`src/shared/feature_cfg_pkg.sv`:
```
/*
  Package for the feature configuration register bank: offsets, field
  positions, reset values, mode codes and burst address limits.
  Assumes a byte-wide register port driven by the serial interface logic.
*/
package feature_cfg_pkg;
  // ****************************************
  // Register offsets
  // ****************************************
  localparam logic [7:0] ADDR_IFACE_SNIFF_CFG = 8'h0D;
  localparam logic [7:0] ADDR_FIFO_BURST_CFG = 8'h0E;
  localparam logic [7:0] ADDR_INT_STATUS = 8'h09;
  localparam logic [7:0] ADDR_BURST_FIRST = 8'h02;
  localparam logic [7:0] ADDR_BURST_WRAP_SHORT = 8'h07;
  localparam logic [7:0] ADDR_BURST_WRAP_LONG = 8'h09;
  // ****************************************
  // Reset values
  // ****************************************
  localparam logic [7:0] RESET_IFACE_SNIFF_CFG = 8'h00;
  localparam logic [7:0] RESET_FIFO_BURST_CFG = 8'h00;
  // ****************************************
  // First register fields
  // ****************************************
  localparam int BIT_SERIAL_SELECT = 7;
  localparam int BIT_TWO_WIRE_SELECT = 6;
  localparam int BIT_THREE_WIRE_SERIAL_SELECT = 5;
  localparam int BIT_DETECTOR_REARM_ON_CLEAR = 4;
  localparam int BIT_FREEZE_ON_WAKE = 3;
  localparam logic [7:0] MASK_IFACE_SNIFF_WRITABLE = 8'hF8;
  // ****************************************
  // Second register fields
  // ****************************************
  localparam int BIT_STREAM_MODE = 5;
  localparam int BIT_WRITE_CLEAR_TWO_WIRE = 4;
  localparam int BIT_FIFO_BURST = 1;
  localparam int BIT_BURST_WRAP_SELECT = 0;
  // ****************************************
  // Operating mode codes
  // ****************************************
  localparam logic [2:0] MODE_DETECT_AND_WAKE = 3'h6;
  // ****************************************
  // Burst sizing
  // ****************************************
  localparam int SAMPLE_BYTES = 6;
  localparam int FIFO_SAMPLES = 32;
  // Burst reader state
  typedef enum logic [1:0] {
    BURST_IDLE = 2'b00,
    BURST_RUN = 2'b01,
    BURST_DONE = 2'b10
  } burst_state_t;
endpackage

```
`src/core/sensor_feature_config_regs.sv`:
```
/*
  Feature configuration register bank of the motion sensor: interface
  selection, detector rearm and FIFO freeze, burst address walking, and a
  small stream FIFO of samples with a two-entry output buffer.
  Assumes the serial front end presents one-cycle register strobes on
  core_clk_in and that sensor, detector and mode inputs are synchronous.
*/
// Behaviour
// - No select bits: keep interface, block output samples
// - Two-wire select ignores serial peripheral traffic
// - Serial peripheral select ignores two-wire traffic
// - Three-wire select bit picks shared data pin
// - Freeze clear: FIFO keeps capturing on wake
// - Freeze set: FIFO stops capturing on wake
// - Detector halts after raising wake event
// - Rearm clear: only mode exit rearms detector
// - Rearm set: clearing flag rearms detector
// - Short wrap: after 0x07 return to 0x02
// - Long wrap: through 0x09 then 0x02
// - Burst settings apply on every interface
// - Without FIFO burst, burst ends at first wrap: six bytes short, eight long
// - FIFO burst: up to 32 samples in one
// - Detect-and-wake mode runs detector, pipeline, FIFO
// - Wake flag set only on detection in mode
// - Serial clears by write; two-wire by read default
`timescale 1ns/10ps
module sensor_feature_config_regs #(
  parameter int SAMPLE_WIDTH = 48,
  parameter int FIFO_DEPTH = 32
) (
  // Clock and reset
  input wire logic core_clk_in,
  input wire logic rst_n_in,
  // Register port from the serial front end
  input wire logic reg_write_in,
  input wire logic reg_read_in,
  input wire logic [7:0] reg_addr_in,
  input wire logic [7:0] reg_wdata_in,
  input wire logic reg_via_serial_in,
  output logic [7:0] reg_rdata_out,
  // Burst walking
  input wire logic burst_start_in,
  input wire logic [7:0] burst_addr_in,
  input wire logic burst_advance_in,
  output logic [7:0] burst_addr_out,
  output logic burst_end_out,
  // Interface steering
  output logic serial_port_enable_out,
  output logic two_wire_port_enable_out,
  output logic three_wire_serial_select_out,
  // Mode, detector and samples
  input wire logic [2:0] op_mode_in,
  input wire logic detector_hit_in,
  input wire logic sample_valid_in,
  input wire logic [SAMPLE_WIDTH-1:0] sample_data_in,
  input wire logic fifo_enable_in,
  output logic detect_and_wake_mode_out,
  output logic detect_wake_event_flag_out,
  output logic detector_armed_out,
  output logic axis_output_enable_out,
  output logic fifo_frozen_out,
  // Sample stream toward the output registers
  output logic sample_valid_out,
  output logic [SAMPLE_WIDTH-1:0] sample_data_out,
  input wire logic sample_ready_in,
  output logic [5:0] fifo_level_out
);
  // ****************************************
  // Configuration registers
  // ****************************************
  logic [7:0] iface_sniff_cfg; // First feature register
  logic [7:0] fifo_burst_cfg; // Second feature register
  logic pending_clear; // Flag clear strobe

  // Access to a given register
  function automatic logic hit(input logic [7:0] a, input logic [7:0] off);
    hit = (a == off);
  endfunction

  // Register writes; first register low bits forced to zero
  always_ff @(posedge core_clk_in or negedge rst_n_in) begin
    if (!rst_n_in) begin
      iface_sniff_cfg <= feature_cfg_pkg::RESET_IFACE_SNIFF_CFG;
      fifo_burst_cfg <= feature_cfg_pkg::RESET_FIFO_BURST_CFG;
    end else if (reg_write_in) begin
      if (hit(reg_addr_in, feature_cfg_pkg::ADDR_IFACE_SNIFF_CFG)) begin
        iface_sniff_cfg <= reg_wdata_in & feature_cfg_pkg::MASK_IFACE_SNIFF_WRITABLE;
      end
      if (hit(reg_addr_in, feature_cfg_pkg::ADDR_FIFO_BURST_CFG)) begin
        fifo_burst_cfg <= reg_wdata_in;
      end
    end
  end

  // Read mux; status read shows the wake flag in bit 7
  always_ff @(posedge core_clk_in or negedge rst_n_in) begin
    if (!rst_n_in) begin
      reg_rdata_out <= 8'h00;
    end else if (reg_read_in) begin
      if (hit(reg_addr_in, feature_cfg_pkg::ADDR_IFACE_SNIFF_CFG)) begin
        reg_rdata_out <= iface_sniff_cfg;
      end else if (hit(reg_addr_in, feature_cfg_pkg::ADDR_FIFO_BURST_CFG)) begin
        reg_rdata_out <= fifo_burst_cfg;
      end else if (hit(reg_addr_in, feature_cfg_pkg::ADDR_INT_STATUS)) begin
        reg_rdata_out <= {detect_wake_event_flag_out, 7'h00};
      end else begin
        reg_rdata_out <= 8'h00;
      end
    end
  end

  // ****************************************
  // Interface steering
  // ****************************************
  logic serial_sel; // Serial peripheral chosen
  logic two_wire_sel; // Two-wire chosen
  assign serial_sel = iface_sniff_cfg[feature_cfg_pkg::BIT_SERIAL_SELECT];
  assign two_wire_sel = iface_sniff_cfg[feature_cfg_pkg::BIT_TWO_WIRE_SELECT];
  // Both zero keeps both ports as at power-up
  assign serial_port_enable_out = !two_wire_sel;
  assign two_wire_port_enable_out = !serial_sel;
  assign three_wire_serial_select_out = iface_sniff_cfg[feature_cfg_pkg::BIT_THREE_WIRE_SERIAL_SELECT];
  assign axis_output_enable_out = serial_sel | two_wire_sel;

  // Clearing method: serial writes; two-wire reads unless write-clear and two-wire select are both set
  always_comb begin
    if (!hit(reg_addr_in, feature_cfg_pkg::ADDR_INT_STATUS)) begin
      pending_clear = 1'b0;
    end else if (reg_via_serial_in) begin
      pending_clear = reg_write_in;
    end else if (fifo_burst_cfg[feature_cfg_pkg::BIT_WRITE_CLEAR_TWO_WIRE] && two_wire_sel) begin
      pending_clear = reg_write_in;
    end else begin
      pending_clear = reg_read_in;
    end
  end

  // ****************************************
  // Detector and wake flag
  // ****************************************
  logic in_wake_mode; // Detect-and-wake mode active
  logic in_wake_mode_d; // Previous cycle mode
  logic wake_set; // Detection this cycle
  assign in_wake_mode = (op_mode_in == feature_cfg_pkg::MODE_DETECT_AND_WAKE);
  assign detect_and_wake_mode_out = in_wake_mode;
  assign wake_set = in_wake_mode && detector_armed_out && detector_hit_in;

  // Mode history for exit detection
  always_ff @(posedge core_clk_in or negedge rst_n_in) begin
    if (!rst_n_in) begin
      in_wake_mode_d <= 1'b0;
    end else begin
      in_wake_mode_d <= in_wake_mode;
    end
  end

  // Wake flag; a new detection wins over a clear
  always_ff @(posedge core_clk_in or negedge rst_n_in) begin
    if (!rst_n_in) begin
      detect_wake_event_flag_out <= 1'b0;
    end else if (wake_set) begin
      detect_wake_event_flag_out <= 1'b1;
    end else if (pending_clear) begin
      detect_wake_event_flag_out <= 1'b0;
    end
  end

  // Detector arming
  always_ff @(posedge core_clk_in or negedge rst_n_in) begin
    if (!rst_n_in) begin
      detector_armed_out <= 1'b1;
    end else if (wake_set) begin
      detector_armed_out <= 1'b0;
    end else if (in_wake_mode_d && !in_wake_mode) begin
      detector_armed_out <= 1'b1;
    end else if (pending_clear && iface_sniff_cfg[feature_cfg_pkg::BIT_DETECTOR_REARM_ON_CLEAR]) begin
      detector_armed_out <= 1'b1;
    end
  end

  // Freeze latch follows the flag when freeze is chosen
  always_ff @(posedge core_clk_in or negedge rst_n_in) begin
    if (!rst_n_in) begin
      fifo_frozen_out <= 1'b0;
    end else if (wake_set && iface_sniff_cfg[feature_cfg_pkg::BIT_FREEZE_ON_WAKE]) begin
      fifo_frozen_out <= 1'b1;
    end else if (pending_clear || !iface_sniff_cfg[feature_cfg_pkg::BIT_FREEZE_ON_WAKE]) begin
      fifo_frozen_out <= 1'b0;
    end
  end

  // ****************************************
  // Burst address walker
  // ****************************************
  feature_cfg_pkg::burst_state_t burst_state; // Walker state
  logic [7:0] wrap_addr; // Last address before wrap
  logic [5:0] sample_count; // Samples finished in burst
  logic at_wrap; // Current address is wrap point
  assign wrap_addr = fifo_burst_cfg[feature_cfg_pkg::BIT_BURST_WRAP_SELECT] ?
    feature_cfg_pkg::ADDR_BURST_WRAP_LONG : feature_cfg_pkg::ADDR_BURST_WRAP_SHORT;
  assign at_wrap = (burst_addr_out == wrap_addr);
  assign burst_end_out = (burst_state == feature_cfg_pkg::BURST_DONE);

  // Address counter and sample counting
  always_ff @(posedge core_clk_in or negedge rst_n_in) begin
    if (!rst_n_in) begin
      burst_state <= feature_cfg_pkg::BURST_IDLE;
      burst_addr_out <= 8'h00;
      sample_count <= 6'h00;
    end else if (burst_start_in) begin
      burst_state <= feature_cfg_pkg::BURST_RUN;
      burst_addr_out <= burst_addr_in;
      sample_count <= 6'h00;
    end else begin
      unique case (burst_state)
        feature_cfg_pkg::BURST_IDLE: begin
          burst_state <= feature_cfg_pkg::BURST_IDLE;
        end
        feature_cfg_pkg::BURST_RUN: begin
          if (burst_advance_in) begin
            if (at_wrap) begin
              burst_addr_out <= feature_cfg_pkg::ADDR_BURST_FIRST;
              sample_count <= sample_count + 6'h01;
              // One sample (one wrap) unless FIFO burst; then up to the FIFO depth
              if (!fifo_burst_cfg[feature_cfg_pkg::BIT_FIFO_BURST] ||
                  sample_count == 6'(feature_cfg_pkg::FIFO_SAMPLES - 1)) begin
                burst_state <= feature_cfg_pkg::BURST_DONE;
              end
            end else begin
              burst_addr_out <= burst_addr_out + 8'h01;
            end
          end
        end
        feature_cfg_pkg::BURST_DONE: begin
          burst_state <= feature_cfg_pkg::BURST_DONE;
        end
        default: begin
          burst_state <= feature_cfg_pkg::BURST_IDLE;
        end
      endcase
    end
  end

  // ****************************************
  // Sample FIFO with stream mode
  // ****************************************
  localparam int PTR_W = $clog2(FIFO_DEPTH);
  logic [SAMPLE_WIDTH-1:0] fifo_mem [FIFO_DEPTH]; // Sample storage
  logic [PTR_W-1:0] wr_ptr; // Write index
  logic [PTR_W-1:0] rd_ptr; // Read index
  logic [5:0] count; // Stored samples
  logic fifo_full; // Storage full
  logic capture; // Sample accepted this cycle
  logic drop_oldest; // Stream overwrite this cycle
  logic pop; // Head moved to output buffer
  logic buf_ready; // Output buffer has room
  assign fifo_full = (count == 6'(FIFO_DEPTH));
  assign capture = sample_valid_in && fifo_enable_in && axis_output_enable_out && !fifo_frozen_out &&
    (!fifo_full || fifo_burst_cfg[feature_cfg_pkg::BIT_STREAM_MODE]);
  assign drop_oldest = capture && fifo_full && !pop;
  assign pop = (count != 6'h00) && buf_ready;
  assign fifo_level_out = count;

  // Storage write
  always_ff @(posedge core_clk_in) begin
    if (capture) begin
      fifo_mem[wr_ptr] <= sample_data_in;
    end
  end

  // Pointers and count
  always_ff @(posedge core_clk_in or negedge rst_n_in) begin
    if (!rst_n_in) begin
      wr_ptr <= '0;
      rd_ptr <= '0;
      count <= 6'h00;
    end else begin
      if (capture) begin
        wr_ptr <= wr_ptr + PTR_W'(1);
      end
      if (pop || drop_oldest) begin
        rd_ptr <= rd_ptr + PTR_W'(1);
      end
      if (capture && !pop && !drop_oldest) begin
        count <= count + 6'h01;
      end else if (pop && !capture) begin
        count <= count - 6'h01;
      end
    end
  end

  // ****************************************
  // Two-entry output buffer
  // ****************************************
  logic [SAMPLE_WIDTH-1:0] buf_data [2]; // Buffer entries
  logic buf_head; // Oldest entry index
  logic [1:0] buf_count; // Entries held
  logic buf_pop; // Receiver took a word
  assign buf_ready = (buf_count != 2'h2);
  assign buf_pop = sample_valid_out && sample_ready_in;
  assign sample_valid_out = (buf_count != 2'h0);
  assign sample_data_out = buf_data[buf_head];

  // Buffer fill and drain
  always_ff @(posedge core_clk_in or negedge rst_n_in) begin
    if (!rst_n_in) begin
      buf_data[0] <= '0;
      buf_data[1] <= '0;
      buf_head <= 1'b0;
      buf_count <= 2'h0;
    end else begin
      if (pop) begin
        buf_data[buf_head ^ buf_count[0]] <= fifo_mem[rd_ptr];
      end
      if (buf_pop) begin
        buf_head <= !buf_head;
      end
      buf_count <= buf_count + {1'b0, pop} - {1'b0, buf_pop};
    end
  end
endmodule

```
`config.mk`:
```
export PLATFORM = sky130hd
export DESIGN_NAME = sensor_feature_config_regs
export DESIGN_NICKNAME = d
export VERILOG_FILES = /design/src/shared/feature_cfg_pkg.sv /design/src/core/sensor_feature_config_regs.sv
export SDC_FILE = /design/constraint.sdc
export NUM_CORES = 2
export LEC_CHECK = 0
export BUFFER_PORTS_ARGS = -buffer_cell sky130_fd_sc_hd__buf_2
export CAP_MARGIN = 5
export CORE_ASPECT_RATIO = 2
export CORE_MARGIN = 8
export CORE_UTILIZATION = 30
export DETAILED_ROUTE_END_ITERATION = 7
export GPL_TIMING_DRIVEN = 0
export SYNTH_ARGS = -nofsm -noshare
export SYNTH_HDL_FRONTEND = slang
export SYNTH_SLANG_ARGS = --single-unit
```
`constraint.sdc`:
```
create_clock -name core_clk_in -period 4.9 [get_ports core_clk_in]
set_input_delay 0.98 -clock core_clk_in [delete_from_list [all_inputs] [get_ports core_clk_in]]
set_output_delay 0.98 -clock core_clk_in [all_outputs]
set_load 0.03 [all_outputs]
```
==> flow_summary.ini <==
[detailed_routing]
vias = 35100
drc = 0
vias_per_cell = 5.21
post_drt_wl_per_cell_um = 26.7
wl_um = 180000
drtAntennaViolNets = 0
first_pass_iters = 5
drt-initial-drc-count = 4329

[setup_path]
reg2reg_slack_ns = 0.66
crit_family = buffers and inverters
end_kind = output port
critPathKind = reg -> out
cp_max_fo = 10
r2r_end = buf_data[2]
worst_path_max_delay_cell = buf_1
regToRegStartpoint = rd_ptr[0]
crit_buf_inv = 4
cp_slowest_stage_delay_ns = 0.68
r2r_cells = 9
cp.arrival_ns = 3.71
worstPathRequired_ns = 3.92
startpoint_type = flop
crit_chain = clkbuf_1 > clkbuf_2 > buf_1 > mux2_2 > buf_2

[synthesis]
synth-edff-count = 1536
ys_seq_area_frac = 0.763
synth_top_area_frac = 0.703
synth.most_common_cell = edfxtp_1
synthDistinctLibCells = 62
ys_async_sr_fraction = 0.0922
synth-main-ff-cell = edfxtp_1
syn_nets = 3473
synth_area_per_cell_um2 = 19.5
synth_top_area_cell = edfxtp_1
ys_warn_count = 0
ys_seq_elements = 1692
ys_top_cells_by_area = edfxtp_1 70%, mux4_2 8.2%, dfrtp_1 5.9%, mux2i_1 5.2%, mux2_2 1.1%
netlist_area_um2 = 65600
synthCells = 3371
synth_commonest_cells = 1536 x edfxtp_1, 341 x mux2i_1, 240 x mux4_2

[place]
gp_congestion = 0.810
placement.cell_area_um2 = 71500
dp_cells = 6417
io_buffer_count = 164
dp_hpwl_um = 121000

[global_routing]
track_usage = 0.149
grt_max_degree = 88
use_met3 = 0.0359
grt_pass1_wl_um = 257000
top_usage_layer = met2
met1_usage = 0.204
overflow = 0
antenna_found_initial = 28
use_met2 = 0.235
first_global_vias = 35900

[sta]
timing.fmax_mhz = 213
max_slew_margin = 0.193
post-route-period-util = 0.956
clock_skew_ns = 0.0326
maxSlewViolCount = 0
post-route-min-period_ns = 4.69
tightest_slew_ns = 1.21
hold_viol_final = 0
rsz0062_at_grt = false
setup_viol = 0
whs_ns = 0.165

[layout]
regArea_um2 = 50000
area_growth_syn_to_layout_pct = 17.5
fillCellCount = 20100
nets = 3871
final_area_um2 = 77000
final_layout_size_suffix_gt1_frac = 0.233
final_cell_count_no_fill = 6735
multi_input_area_um2 = 14800

[floorplanning]
die_area_um2 = 235000
die_h_um = 677
coreArea_um2 = 218000
start_util = 0.300
rows = 243
ioPinCount = 166
die_width_um = 347

[cts]
clock-sinks = 1692
clk_pin_slew_ns = 0.06
tritoncts = yes
clockBufferDepth = 3
clk_latency_ns = 0.80
holdBufCountCts = 0
h-tree-depth = 4
cts_made_buffers = 167
cts_resized = 1
cts_setup_buffers = 0
root_buffer = clkbuf_16

[outcome]
status = finished, final reports clean

[pwr]
peakVddDrop_v = 0.000512
power_per_cell_area_nw_per_um2 = 578
p_leak_uw = 0.0257

[hold_path]
min_path_type = in -> async

[flow_run]
maxCapViolations = 0
## power breakdown
group / switching [uW] / internal (uW)
sequential: 375 / 16700
clock: 5420 / 7350
combinational: 9490 / 5230
total: 15300 / 29200
## cell type report
class,instances,area share
timing repair buffer,229,0.0286
clock inverter,100,0.0117
tap,2817,0.0458
inverter,18,0.000877
multi-input combinational,1471,0.192
buffer,190,0.0120
sequential,1692,0.649
clock buffer,209,0.0592
antenna,9,0.000292
## metrics by stage
| step | worst slack, ns | TNS [ns] | power (uW) | utilization |
|---|---|---|---|---|
| 2_1_floorplan | 0.405 | 0 | 26300 | - |
| 3_3_place_gp | -3.09 | -4189.61 | 31600 | 0.320 |
| 3_5_place_dp | 0.646 | 0 | 32000 | 0.328 |
| 4_1_cts | 0.254 | 0 | 44800 | 0.353 |
| 5_1_grt | 0.0659 | 0 | 46100 | 0.353 |
| 6_report | 0.215 | 0 | 44500 | 0.353 |
## registers in the layout, indices dropped and copies added, names as in the netlist
register and count:
wr_ptr 5, buf_data 96, fifo_frozen_out 1, buf_count 2
iface_sniff_cfg 5, fifo_level_out 6, reg_rdata_out 8, sample_count 6
detector_armed_out 1, fifo_burst_cfg 8, detect_wake_event_flag_out 1, rd_ptr 5
in_wake_mode_d 1, fifo_mem 1536, buf_head 1, burst_addr_out 8
burst_state 2
## metal layers
layer,share of wire,vias up
met1,0.42,18600
li1,-,14500
met3,0.088,311
met4,0.029,18
met2,0.46,1650
met5,0.00069,-
## cells in the final DEF, fill, tap and decap left out, types with 83 or more instances in the layout
master     synthesis  layout
edfxtp_1        1536    1536
mux2i_1          341     341
mux4_2           240     240
buf_2             49     212
clkbuf_16          0     172
dfrtp_1          155     155
clkbuf_1         107     131
nor2_1           157     125
nand2_1          124     124
o22ai_1           90      90
o21ai_1           83      83
## worst reg2reg max path: stages (launching register included)
cell,delay [ns]
dfrtp_1,0.51
buf_2,0.46
buf_6,0.31
buf_6,0.24
buf_4,0.35
buf_2,0.58
mux2i_1,0.46
nor2_1,0.09
o41ai_1,0.92
o21ai_1,0.16
## cells by family (layout without fill, tap and decap cells)
| kind of cell | Yosys count | after routing | share of synthesized area |
|---|---|---|---|
| adders and majority gates | 16 | 16 | 0.00317 |
| other | 0 | 9 | 0 |
| xor gates and xnor gates | 24 | 24 | 0.00321 |
| buffers and inverters | 208 | 746 | 0.0151 |
| DFF | 1692 | 1692 | 0.763 |
| AOI/OAI and AO/OA | 436 | 436 | 0.0464 |
| and+or+nand+nor | 350 | 350 | 0.0238 |
| muxes | 645 | 645 | 0.145 |
## worst max-delay path by stage
stage	startpoint	endpoint	slack, ns	cells after the start
global placement	sample_valid_in	fifo_mem[19][21]	-3.09	7
floorplan	sample_valid_in	fifo_mem[31][0]	0.41	6
global route	buf_head	sample_data_out[30]	0.07	5
CTS	buf_head	sample_data_out[31]	0.25	5
detailed placement	rd_ptr[0]	buf_data[2]	0.65	9
finish	buf_head	sample_data_out[31]	0.21	5
No activity file was read; power rests on OpenSTA's default activity.
